[config.mk]
export PLATFORM = sky130hd
export DESIGN_NAME = ivd_dispatch
export DESIGN_NICKNAME = d
export VERILOG_FILES = /design/src/verilog/ivd_pkg.sv /design/src/verilog/ivd_sync.sv /design/src/verilog/ivd_edge_det.sv /design/src/verilog/ivd_dispatch.sv
export VERILOG_INCLUDE_DIRS = /design/src /design/src/verilog
export SDC_FILE = /design/constraint.sdc
export NUM_CORES = 1
export LEC_CHECK = 0
export BUFFER_PORTS_ARGS = -buffer_cell sky130_fd_sc_hd__buf_2
export CORE_MARGIN = 10
export CORE_UTILIZATION = 25
export CTS_CLUSTER_SIZE = 14
export DETAILED_ROUTE_END_ITERATION = 10
export PLACE_DENSITY = 0.44
export SLEW_MARGIN = 20
export SYNTH_ARGS = -nofsm -noshare
export SYNTH_HDL_FRONTEND = slang
export SYNTH_HIERARCHICAL = 1
export SYNTH_SLANG_ARGS = --single-unit
[constraint.sdc]
create_clock -name clk_i -period 45.6 [get_ports clk_i]
set_clock_uncertainty 0.1 [all_clocks]
set_input_delay 13.68 -clock clk_i [delete_from_list [all_inputs] [get_ports clk_i]]
set_output_delay 13.68 -clock clk_i [all_outputs]
set_load 0.03 [all_outputs]
[src/verilog/ivd_regs.svh]
`ifndef IVD_REGS_SVH
`define IVD_REGS_SVH
// Register offsets on the plain register port
`define IVD_OFS_FLAGS 12'h000
`define IVD_OFS_BASE 12'h001
`define IVD_OFS_MATCH 12'h002
`define IVD_OFS_MATCH_EN 12'h003
`define IVD_OFS_MODE 12'h004
`define IVD_OFS_EDGE 12'h005
`define IVD_OFS_ICR 12'h040
`define IVD_ICR_MASK 12'hFE0
`define IVD_OFS_CAUSE 12'h35F
// Field positions
`define IVD_CAUSE_SEL8_BIT 6
`define IVD_CAUSE_SEL9_BIT 7
`define IVD_ICR_REQ_BIT 3
`define IVD_MODE_TWOWIRE_BIT 0
// Pin indices in the synchronised pin vector
`define IVD_PIN_RST 0
`define IVD_PIN_NMI 1
`define IVD_PIN_KEY 2
`define IVD_PIN_EXT 3
`define IVD_PIN_RST_VAL 9'h007
// Fixed vector addresses
`define IVD_VEC_UND 20'hFFFDC
`define IVD_VEC_OVF 20'hFFFE0
`define IVD_VEC_BRK 20'hFFFE4
`define IVD_VEC_MATCH 20'hFFFE8
`define IVD_VEC_STEP 20'hFFFEC
`define IVD_VEC_WDT 20'hFFFF0
`define IVD_VEC_DBC 20'hFFFF4
`define IVD_VEC_NMI 20'hFFFF8
`define IVD_VEC_RST 20'hFFFFC
// Dispatch constants
`define IVD_BRK_REDIRECT 8'hFF
`define IVD_IPL_TOP 3'h7
`define IVD_IPL_RESET 3'h0
`define IVD_TRAP_SPLIT 6'h20
`define IVD_FETCH_BYTES 2'h3
`define IVD_FLAGS_RST 6'h00
`endif

[src/verilog/ivd_pkg.sv]
`default_nettype none
package ivd_pkg;
	typedef enum logic [2:0] {
		IVD_IDLE = 3'b001,
		IVD_FETCH = 3'b010,
		IVD_DONE = 3'b100
	} ivd_fsm_type;
	typedef enum logic [3:0] {
		K_NONE, K_RST, K_NMI, K_DBC, K_WDT, K_UND, K_OVF, K_BRK, K_TRAP, K_STEP, K_MATCH, K_MASK
	} ivd_kind_type;
	typedef struct packed {
		logic req;
		logic [2:0] lvl;
	} ivd_ctl_type;
	typedef struct packed {
		logic [2:0] processor_priority_level;
		logic u;
		logic d;
		logic i;
	} ivd_flag_type;
	typedef struct packed {
		logic bound;
		logic [19:0] next_addr;
		logic break_instr;
		logic undefined_opcode_instr;
		logic ovf;
		logic trap;
		logic [5:0] trap_num;
		logic reti;
		logic dbc;
		logic wdt;
	} ivd_cpu_ev_type;
	typedef struct packed {
		logic we;
		logic re;
		logic [11:0] addr;
		logic [31:0] wdata;
	} ivd_bus_req_type;
	typedef struct packed {
		logic prev;
		logic hit;
	} ivd_edge_type;
	typedef struct packed {
		ivd_fsm_type fsm;
		ivd_ctl_type [31:0] ctl;
		ivd_flag_type flags;
		ivd_flag_type saved;
		logic [19:0] base;
		logic [19:0] match_addr;
		logic match_en;
		logic twowire;
		logic [1:0] cause_sel;
		logic [11:0] edge_cfg;
		logic rst_pend;
		logic nmi_pend;
		logic dbc_pend;
		logic wdt_pend;
		logic nmi_prev;
		logic brk_redo;
		logic [19:0] vec;
		logic [19:0] pc;
		logic [1:0] iss;
		logic [1:0] got;
		logic mem_rd;
		logic [19:0] mem_addr;
		logic pc_valid;
		logic cpu_reset;
		logic busy;
		logic [31:0] rdata;
	} ivd_state_type;
endpackage
`default_nettype wire

[src/verilog/ivd_sync.sv]
`timescale 1ns/1ps
`default_nettype none
module ivd_sync #(
	parameter int W = 9,
	parameter logic [W-1:0] INIT = '0
) (
	// Clock and reset
	input wire logic clk_i,
	input wire logic rst_i,
	// Pins in, synchronised levels out
	input wire logic [W-1:0] pin_i,
	output logic [W-1:0] sync_o
);
	logic [W-1:0] meta_q;
	// Two stages; the first is read only by the second
	always_ff @(posedge clk_i or posedge rst_i) begin
		if (rst_i) begin
			meta_q <= INIT;
			sync_o <= INIT;
		end else begin
			meta_q <= pin_i;
			sync_o <= meta_q;
		end
	end
endmodule // ivd_sync
`default_nettype wire

[src/verilog/ivd_edge_det.sv]
`timescale 1ns/1ps
`default_nettype none
module ivd_edge_det
	import ivd_pkg::*;
(
	// Clock and reset
	input wire logic clk_i,
	input wire logic rst_i,
	// Synchronised level and edge choice
	input wire logic level_i,
	input wire logic rise_en_i,
	input wire logic fall_en_i,
	// One-cycle request pulse
	output logic hit_o
);
	ivd_edge_type s_q;
	ivd_edge_type s_d;
	// Both enables set gives a request on either edge
	always_comb begin
		s_d.prev = level_i;
		s_d.hit = (rise_en_i && level_i && !s_q.prev) || (fall_en_i && !level_i && s_q.prev);
	end
	always_ff @(posedge clk_i or posedge rst_i) begin
		if (rst_i) begin
			s_q <= '0;
		end else begin
			s_q <= s_d;
		end
	end
	assign hit_o = s_q.hit;
endmodule // ivd_edge_det
`default_nettype wire

[src/verilog/ivd_dispatch.sv]
// Contract
// - Break, undefined-opcode and overflow-trap instructions raise their own fixed-vector interrupts.
// - Trap numbers 0..63; 0..31 share the peripheral vector slots.
// - Traps 0..31 and hardware interrupts save and clear stack select; return restores (the code ignores a return in a cycle that accepts a source).
// - Traps 32..63 leave the stack select flag unchanged.
// - Reset, pin NMI, debugger break, watchdog, step, match are never maskable.
// - Low reset pin holds reset; low NMI pin raises the NMI.
// - Debug step flag set raises a single-step interrupt after every instruction.
// - Match enable set raises match interrupt before the instruction at the match address.
// - A match address that is not an instruction start never raises.
// - Peripheral interrupts are maskable and use relocatable entries 0..31 (the code takes requests on slots 1..31 only).
// - Low key pin requests; edge pins 0..5 request on rise, fall or both.
// - Fixed four-byte vectors FFFDC..FFFFF in the documented order.
// - NMI at FFFF8, reset at FFFFC, watchdog at FFFF0.
// - Break whose fixed vector holds FF restarts from relocatable entry 0.
// - Relocatable table is 256 bytes from the base; entry n at 4n.
// - Entries 4..14 carry pin 3, timers, serial/pins, collision, DMA, key, A-D.
// - Entries 15..31 carry serial ports, timers A and B, pins 0..2.
// - Entries 8 and 9 sources chosen by cause select bits 6 and 7.
// - In two-wire mode serial 2 slots serve not-acknowledge and acknowledge.
// - Entry 0 break and traps 32..63 ignore the global mask flag.
// - Maskable requests gated by global mask, source level and processor level.
// - Request bit and level live per source; mask and level in flag word.
// - Accept only with mask flag 1, request 1, level above processor level.
// - Level field three bits; zero disables, 1 lowest to 7 highest.
// - Hardware sets request, clears it on acceptance; software may only clear.
// - Accept loads level; watchdog and NMI load 7, reset 0, others keep.
//
// The address map and strobed register access were left to the implementer.
`timescale 1ns/1ps
`default_nettype none
`include "ivd_regs.svh"
module ivd_dispatch
	import ivd_pkg::*;
#(
	parameter int SLOTS = 32,
	parameter int AW = 20
) (
	// Clock and reset
	input wire logic clk_i,
	input wire logic rst_i,
	// Register port
	input wire ivd_bus_req_type bus_i,
	output logic [31:0] rdata_o,
	// CPU sequencer events
	input wire ivd_cpu_ev_type cpu_ev_i,
	// Pins, active low where named so
	input wire logic reset_pin_n_i,
	input wire logic nmi_pin_n_i,
	input wire logic key_input_pin_n_i,
	input wire logic [5:0] ext_edge_pin_i,
	// Peripheral request pulses, one per relocatable slot
	input wire logic [31:0] periph_req_i,
	input wire logic nack_req_i,
	input wire logic ack_req_i,
	// Vector fetch port, byte data taken while the read strobe stands
	output logic mem_rd_o,
	output logic [19:0] mem_addr_o,
	input wire logic [7:0] mem_data_i,
	// Dispatch results
	output logic [19:0] handler_pc_o,
	output logic handler_valid_o,
	output logic [5:0] flag_word_o,
	output logic [5:0] saved_flags_o,
	output logic cpu_reset_o,
	output logic busy_o
);
	// Structure is sized for the documented table only
	if (SLOTS != 32 || AW != 20) begin : g_bad_size
		$error("ivd_dispatch serves 32 slots and 20-bit addresses only");
	end

	ivd_state_type s_q;
	ivd_state_type s_d;
	logic [8:0] pin_s;
	logic [5:0] edge_hit;
	logic [31:0] src;
	logic best_ok;
	logic [4:0] best_slot;
	logic [2:0] best_lvl;
	logic mask_ok;
	logic keep_u;
	ivd_kind_type kind;
	logic [19:0] vsel;
	logic bus_icr;

	// Pins cross into the clock domain first
	ivd_sync #(
		.W(9),
		.INIT(`IVD_PIN_RST_VAL)
	) u_sync (
		.clk_i(clk_i),
		.rst_i(rst_i),
		.pin_i({ext_edge_pin_i, key_input_pin_n_i, nmi_pin_n_i, reset_pin_n_i}),
		.sync_o(pin_s)
	);

	// One edge detector per external edge pin
	for (genvar k = 0; k < 6; k++) begin : g_edge
		ivd_edge_det u_edge (
			.clk_i(clk_i),
			.rst_i(rst_i),
			.level_i(pin_s[`IVD_PIN_EXT + k]),
			.rise_en_i(s_q.edge_cfg[2 * k]),
			.fall_en_i(s_q.edge_cfg[2 * k + 1]),
			.hit_o(edge_hit[k])
		);
	end

	always_comb begin
		s_d = s_q;
		s_d.pc_valid = 1'b0;
		s_d.mem_rd = 1'b0;
		// Route every source onto its relocatable slot
		src = periph_req_i;
		src[0] = 1'b0;
		src[4] = edge_hit[3];
		src[8] = s_q.cause_sel[0] ? edge_hit[5] : periph_req_i[8];
		src[9] = s_q.cause_sel[1] ? edge_hit[4] : periph_req_i[9];
		src[13] = ~pin_s[`IVD_PIN_KEY];
		src[15] = s_q.twowire ? nack_req_i : periph_req_i[15];
		src[16] = s_q.twowire ? ack_req_i : periph_req_i[16];
		src[31:29] = edge_hit[2:0];
		// Highest level wins; ties go to the lowest slot
		best_ok = 1'b0;
		best_slot = 5'h00;
		best_lvl = 3'h0;
		for (int n = 1; n < SLOTS; n++) begin
			if (s_q.ctl[n].req && s_q.ctl[n].lvl > best_lvl) begin
				best_ok = 1'b1;
				best_slot = 5'(n);
				best_lvl = s_q.ctl[n].lvl;
			end
		end
		mask_ok = best_ok && s_q.flags.i && (best_lvl > s_q.flags.processor_priority_level);
		// Choose one source: pending reset when idle with its pin high, the rest at an instruction boundary
		kind = K_NONE;
		if (s_q.fsm == IVD_IDLE) begin
			if (s_q.rst_pend && pin_s[`IVD_PIN_RST]) begin
				kind = K_RST;
			end else if (!s_q.cpu_reset && cpu_ev_i.bound) begin
				// Executed instructions first, as they do not pend; one that arrives while not idle is dropped
				if (cpu_ev_i.undefined_opcode_instr) kind = K_UND;
				else if (cpu_ev_i.ovf) kind = K_OVF;
				else if (cpu_ev_i.break_instr) kind = K_BRK;
				else if (cpu_ev_i.trap) kind = K_TRAP;
				else if (s_q.nmi_pend) kind = K_NMI;
				else if (s_q.dbc_pend) kind = K_DBC;
				else if (s_q.wdt_pend) kind = K_WDT;
				else if (s_q.flags.d) kind = K_STEP;
				else if (s_q.match_en && cpu_ev_i.next_addr == s_q.match_addr) kind = K_MATCH;
				else if (mask_ok) kind = K_MASK;
			end
		end
		keep_u = (kind == K_TRAP) && (cpu_ev_i.trap_num >= `IVD_TRAP_SPLIT);
		// Vector address for the chosen source
		unique case (kind)
			K_RST: vsel = `IVD_VEC_RST;
			K_NMI: vsel = `IVD_VEC_NMI;
			K_DBC: vsel = `IVD_VEC_DBC;
			K_WDT: vsel = `IVD_VEC_WDT;
			K_UND: vsel = `IVD_VEC_UND;
			K_OVF: vsel = `IVD_VEC_OVF;
			K_BRK: vsel = `IVD_VEC_BRK;
			K_STEP: vsel = `IVD_VEC_STEP;
			K_MATCH: vsel = `IVD_VEC_MATCH;
			K_TRAP: vsel = s_q.base + {12'h000, cpu_ev_i.trap_num, 2'b00};
			K_MASK: vsel = s_q.base + {13'h0, best_slot, 2'b00};
			default: vsel = s_q.base;
		endcase
		// Reset pin holds the core while low, NMI pends on the fall
		s_d.cpu_reset = ~pin_s[`IVD_PIN_RST];
		if (!pin_s[`IVD_PIN_RST]) begin
			s_d.rst_pend = 1'b1;
		end
		s_d.nmi_prev = pin_s[`IVD_PIN_NMI];
		if (s_q.nmi_prev && !pin_s[`IVD_PIN_NMI]) begin
			s_d.nmi_pend = 1'b1;
		end

		// Register writes; request bits can only be cleared here
		bus_icr = (bus_i.addr & `IVD_ICR_MASK) == `IVD_OFS_ICR;
		if (bus_i.we) begin
			if (bus_icr) begin
				s_d.ctl[bus_i.addr[4:0]].lvl = bus_i.wdata[2:0];
				s_d.ctl[bus_i.addr[4:0]].req = s_q.ctl[bus_i.addr[4:0]].req
					& bus_i.wdata[`IVD_ICR_REQ_BIT];
			end
			unique case (bus_i.addr)
				`IVD_OFS_FLAGS: s_d.flags = ivd_flag_type'(bus_i.wdata[5:0]);
				`IVD_OFS_BASE: s_d.base = bus_i.wdata[19:0];
				`IVD_OFS_MATCH: s_d.match_addr = bus_i.wdata[19:0];
				`IVD_OFS_MATCH_EN: s_d.match_en = bus_i.wdata[0];
				`IVD_OFS_MODE: s_d.twowire = bus_i.wdata[`IVD_MODE_TWOWIRE_BIT];
				`IVD_OFS_EDGE: s_d.edge_cfg = bus_i.wdata[11:0];
				`IVD_OFS_CAUSE: s_d.cause_sel = {bus_i.wdata[`IVD_CAUSE_SEL9_BIT],
					bus_i.wdata[`IVD_CAUSE_SEL8_BIT]};
				default: ;
			endcase
		end

		// Register reads answer in the next cycle, unmapped reads zero
		s_d.rdata = 32'h00000000;
		if (bus_i.re) begin
			if (bus_icr) begin
				s_d.rdata = {28'h0000000, s_q.ctl[bus_i.addr[4:0]]};
			end
			unique case (bus_i.addr)
				`IVD_OFS_FLAGS: s_d.rdata = {26'h0, s_q.flags};
				`IVD_OFS_BASE: s_d.rdata = {12'h000, s_q.base};
				`IVD_OFS_MATCH: s_d.rdata = {12'h000, s_q.match_addr};
				`IVD_OFS_MATCH_EN: s_d.rdata = {31'h0, s_q.match_en};
				`IVD_OFS_MODE: s_d.rdata = {31'h0, s_q.twowire};
				`IVD_OFS_EDGE: s_d.rdata = {20'h00000, s_q.edge_cfg};
				`IVD_OFS_CAUSE: s_d.rdata = {24'h000000, s_q.cause_sel, 6'h00};
				default: ;
			endcase
		end

		// Pending special sources
		if (cpu_ev_i.dbc) s_d.dbc_pend = 1'b1;
		if (cpu_ev_i.wdt) s_d.wdt_pend = 1'b1;

		// A return with no acceptance in the same cycle restores the flags saved at acceptance
		if (cpu_ev_i.reti && kind == K_NONE) begin
			s_d.flags = s_q.saved;
		end

		// Acceptance: save flags, clear I and D, maybe U, load level
		if (kind != K_NONE) begin
			s_d.saved = s_q.flags;
			s_d.flags.i = 1'b0;
			s_d.flags.d = 1'b0;
			if (!keep_u) begin
				s_d.flags.u = 1'b0;
			end
			unique case (kind)
				K_RST: begin
					s_d.flags = `IVD_FLAGS_RST;
					s_d.flags.processor_priority_level = `IVD_IPL_RESET;
					s_d.rst_pend = 1'b0;
				end
				K_NMI: begin
					s_d.flags.processor_priority_level = `IVD_IPL_TOP;
					s_d.nmi_pend = 1'b0;
				end
				K_WDT: begin
					s_d.flags.processor_priority_level = `IVD_IPL_TOP;
					s_d.wdt_pend = 1'b0;
				end
				K_DBC: s_d.dbc_pend = 1'b0;
				K_MASK: begin
					s_d.flags.processor_priority_level = best_lvl;
					s_d.ctl[best_slot].req = 1'b0;
				end
				default: ;
			endcase
			s_d.vec = vsel;
			s_d.iss = 2'h0;
			s_d.got = 2'h0;
			s_d.brk_redo = (kind == K_BRK);
			s_d.fsm = IVD_FETCH;
		end

		// A new request beats a clear in the same cycle
		for (int n = 1; n < SLOTS; n++) begin
			if (src[n]) begin
				s_d.ctl[n].req = 1'b1;
			end
		end

		// Vector fetch, low byte first, reads pipelined back to back
		unique case (s_q.fsm)
			IVD_IDLE: ;
			IVD_FETCH: begin
				if (s_q.iss != `IVD_FETCH_BYTES) begin
					s_d.mem_rd = 1'b1;
					s_d.mem_addr = s_q.vec + {18'h0, s_q.iss};
					s_d.iss = s_q.iss + 2'h1;
				end
				if (s_q.mem_rd) begin
					unique case (s_q.got)
						2'h0: s_d.pc[7:0] = mem_data_i;
						2'h1: s_d.pc[15:8] = mem_data_i;
						default: s_d.pc[19:16] = mem_data_i[3:0];
					endcase
					s_d.got = s_q.got + 2'h1;
					if (s_q.got == 2'h2) begin
						if (s_q.brk_redo && s_q.pc[7:0] == `IVD_BRK_REDIRECT) begin
							s_d.vec = s_q.base;
							s_d.iss = 2'h0;
							s_d.got = 2'h0;
							s_d.brk_redo = 1'b0;
						end else begin
							s_d.fsm = IVD_DONE;
						end
					end
				end
			end
			IVD_DONE: begin
				s_d.pc_valid = 1'b1;
				s_d.fsm = IVD_IDLE;
			end
			default: s_d.fsm = IVD_IDLE;
		endcase

		// The reset pin aborts a dispatch still fetching; one already in IVD_DONE still pulses valid
		if (!pin_s[`IVD_PIN_RST]) begin
			s_d.fsm = IVD_IDLE;
			s_d.mem_rd = 1'b0;
		end
		s_d.busy = (s_d.fsm != IVD_IDLE);
	end

	always_ff @(posedge clk_i or posedge rst_i) begin
		if (rst_i) begin
			s_q <= '0;
			s_q.fsm <= IVD_IDLE;
			s_q.rst_pend <= 1'b1;
			s_q.nmi_prev <= 1'b1;
		end else begin
			s_q <= s_d;
		end
	end

	// Outputs come straight from the state register
	assign rdata_o = s_q.rdata;
	assign mem_rd_o = s_q.mem_rd;
	assign mem_addr_o = s_q.mem_addr;
	assign handler_pc_o = s_q.pc;
	assign handler_valid_o = s_q.pc_valid;
	assign flag_word_o = s_q.flags;
	assign saved_flags_o = s_q.saved;
	assign cpu_reset_o = s_q.cpu_reset;
	assign busy_o = s_q.busy;
endmodule // ivd_dispatch
`default_nettype wire

==> impl_metrics.py <==
metrics = {
    "synth": {
        "synth-edff-count": 0,
        "ys_seq_elements": 323,
        "synth_top_area_frac": 0.367,
        "synth_top_cell_by_area": "dfrtp_1",
        "syn_area_um2": 21400,
        "synth_most_common_cell": "dfrtp_1",
        "synth_cells": 2291,
        "ys_warn_count": 6,
        "ys.flop_type": "dfrtp_1",
        "avgSynthCellArea_um2": 9.34,
        "ys_types": 100,
        "yosys-top-cells-count": "dfrtp_1 (314), nand2_1 (252), nor2_1 (189)",
        "synthArstFlopShare": 1.00,
        "synthTopCellsByArea": "dfrtp_1 (37%), mux2_2 (7.7%), nand2_1 (4.4%)",
        "synth-seq-area-share": 0.378,
    },
    "detailed_routing": {
        "route.detailed.drc": 0,
        "wl_um": 85400,
        "antenna_left": 0,
        "viasPerCell": 5.24,
        "avgRoutedWirePerCell_um": 22.5,
        "vias": 19900,
        "drtIter0Drc": 1620,
        "drtPass1Iterations": 6,
    },
    "power": {
        "ir_worst_vdd_mv": 0.0240,
        "p_total_uw": 813,
        "leakage_uw": 0.0117,
        "powerDensity_nw_per_um2": 30.1,
    },
    "placement": {
        "port_buffers": 190,
        "place_ws_ns": -1.26,
        "place_congestion": 0.887,
        "dp_hpwl_um": 64100,
    },
    "cts": {
        "cts_tree": "built",
        "cts_buffers": 41,
        "clk_path_buf_depth": 3,
        "clock-sinks": 323,
        "clk_latency_ns": 0.60,
        "clock-root-buffer": "clkbuf_16",
        "path_clk_slew_ns": 0.07,
        "htree_levels": 2,
    },
    "finish": {
        "layout-drive-gt1-share": 0.341,
        "fin_util": 0.318,
        "area_growth_pct": 26.5,
        "nets": 2800,
    },
    "global_routing": {
        "grt_use_total": 0.167,
        "grt_overflow": 0,
        "grt_pass1_vias": 19800,
        "grt_max_degree": 154,
        "grt_pass1_wl_um": 128000,
        "antenna_found_initial": 9,
    },
    "sta": {
        "maxSlewHeadroom": 0.261,
        "fin_crit_sh": 0.957,
        "period_needed_ns": 43.65,
        "worstMarginPinSlew_ns": 1.11,
        "hold_viol_final": 0,
        "fmax_mhz": 22.9,
        "final.setup.worst_slack_ns": 1.95,
        "finalSetupViolations": 0,
        "slew_violations": 0,
        "whs_ns": 0.248,
        "fin_tns_setup_ns": 0,
    },
    "floorplan": {
        "io_pins": 221,
        "die_h_um": 313,
        "core_um2": 85000,
        "die_area_um2": 97700,
        "start_util": 0.252,
        "rows": 107,
        "die_x_um": 313,
    },
    "worst_setup_path": {
        "cp.required_ns": 45.94,
        "worst-endpoint-arrival_ns": 43.99,
        "critPathLaunchType": "flop",
        "max_stage_delay_ns": 0.49,
        "critPathSlowestCell": "or4_4",
        "regToRegSetupSlack_ns": 1.95,
        "r2r-start": "s_q[181]",
        "worst_path_most_repeated_cell": "ha_1",
        "ff2ff_path_depth": 242,
        "worstSetupPathType": "flop to flop",
        "cp_max_fo": 7,
        "worstSetupEndpointType": "flop",
        "timing.rr.end": "s_q[90]",
    },
    "worst_hold_path": {
        "hp-class": "flop to flop",
        "min_path_cells": 0,
        "min_to": "u_sync/sync_o[8]",
        "hp-start": "u_sync/meta_q[8]",
    },
    "run": {
        "maxCapViolCount": 0,
    },
    "run_status": {
        "outcome": "finished, final reports clean",
    },
}
[cell usage in the layout (no fill, tap or decap), types with 27 or more instances in the layout]
master / count
dfrtp_1: 313
buf_4: 251
nand2_1: 243
buf_2: 189
nor2_1: 164
mux2_2: 141
o21ai_0: 109
inv_1: 91
nor3_1: 69
a21oi_1: 60
nand3_1: 56
clkbuf_16: 41
mux4_2: 40
mux2i_1: 39
ha_1: 34
a22oi_1: 31
nand4_1: 29
and2_1: 28
xor2_1: 27
o211ai_1: 27
[routing by layer]
metal | vias up | global-route usage | wire (um)
li1 | 9015 | - | -
met1 | 9969 | 0.232 | 38500
met2 | 743 | 0.266 | 39200
met3 | 128 | 0.0304 | 5660
met4 | 6 | 0.0427 | 2030
met5 | - | 0 | 37
[where the power goes]
part           total [uW]  switching (uW)  internal (uW)
clock network         353             147            206
registers             320            16.6            303
logic                 140            94.0           46.4
[through the flow]
stage                     cell area (um2)  instances
after CTS                           26100       3754
after global placement              24500       3676
after global routing                27100       3792
after detailed placement            24500       3676
after floorplan                     21400       2302
final                               27100       3793
[worst max-delay path by stage]
stage	startpoint	end	slack (ns)
2_1_floorplan	s_q[181]	s_q[92]	1.96
3_3_place_gp	s_q[181]	s_q[98]	-0.91
3_5_place_dp	s_q[181]	s_q[92]	-1.26
4_1_cts	s_q[181]	s_q[92]	0.01
5_1_grt	s_q[181]	s_q[94]	-0.33
6_report	s_q[181]	s_q[90]	1.95
[cells by family (layout without fill, tap and decap cells)]
group	after synthesis	count (layout)	share of synthesized area
muxes	229	229	0.139
and+or+nand+nor	819	819	0.187
xor gates and xnor gates	43	43	0.0185
other	1	15	0.000175
AOI/OAI and AO/OA	546	546	0.178
DFF	323	323	0.378
buffers and inverters	269	613	0.0632
adders and majority gates	61	61	0.0352
[cell type report]
type                    instances  area, um2
fillers                      8887      58000
multi-input cells            1710      12800
flip-flops and latches        323       8100
repair buffers                446       2920
well taps                    1144       1430
clock buffers                  48       1070
inverters                      94        365
clock inverters                25        362
diodes                          3       7.51
[critical path: cells and delay by family, from the launching register on]
kind	cells	cell delay (ns)
AO/OA/AOI/OAI	89	14.46
adder cells (fa/ha/maj)	42	12.04
buffers and inverters	13	1.41
flip-flops	1	0.46
multiplexers	10	2.98
AND/OR/NAND/NOR	88	12.00
[timing repair]
item | in CTS | in global routing
endpoints found under the hold margin | 0 | 0
resized for setup | 36 | 155
pin swaps | 8 | 106
hold buffers | 0 | 0
setup endpoints to repair | 49 | 74
buffers inserted | 5 | 37
Note: power is estimated with default switching activity, not from simulation.
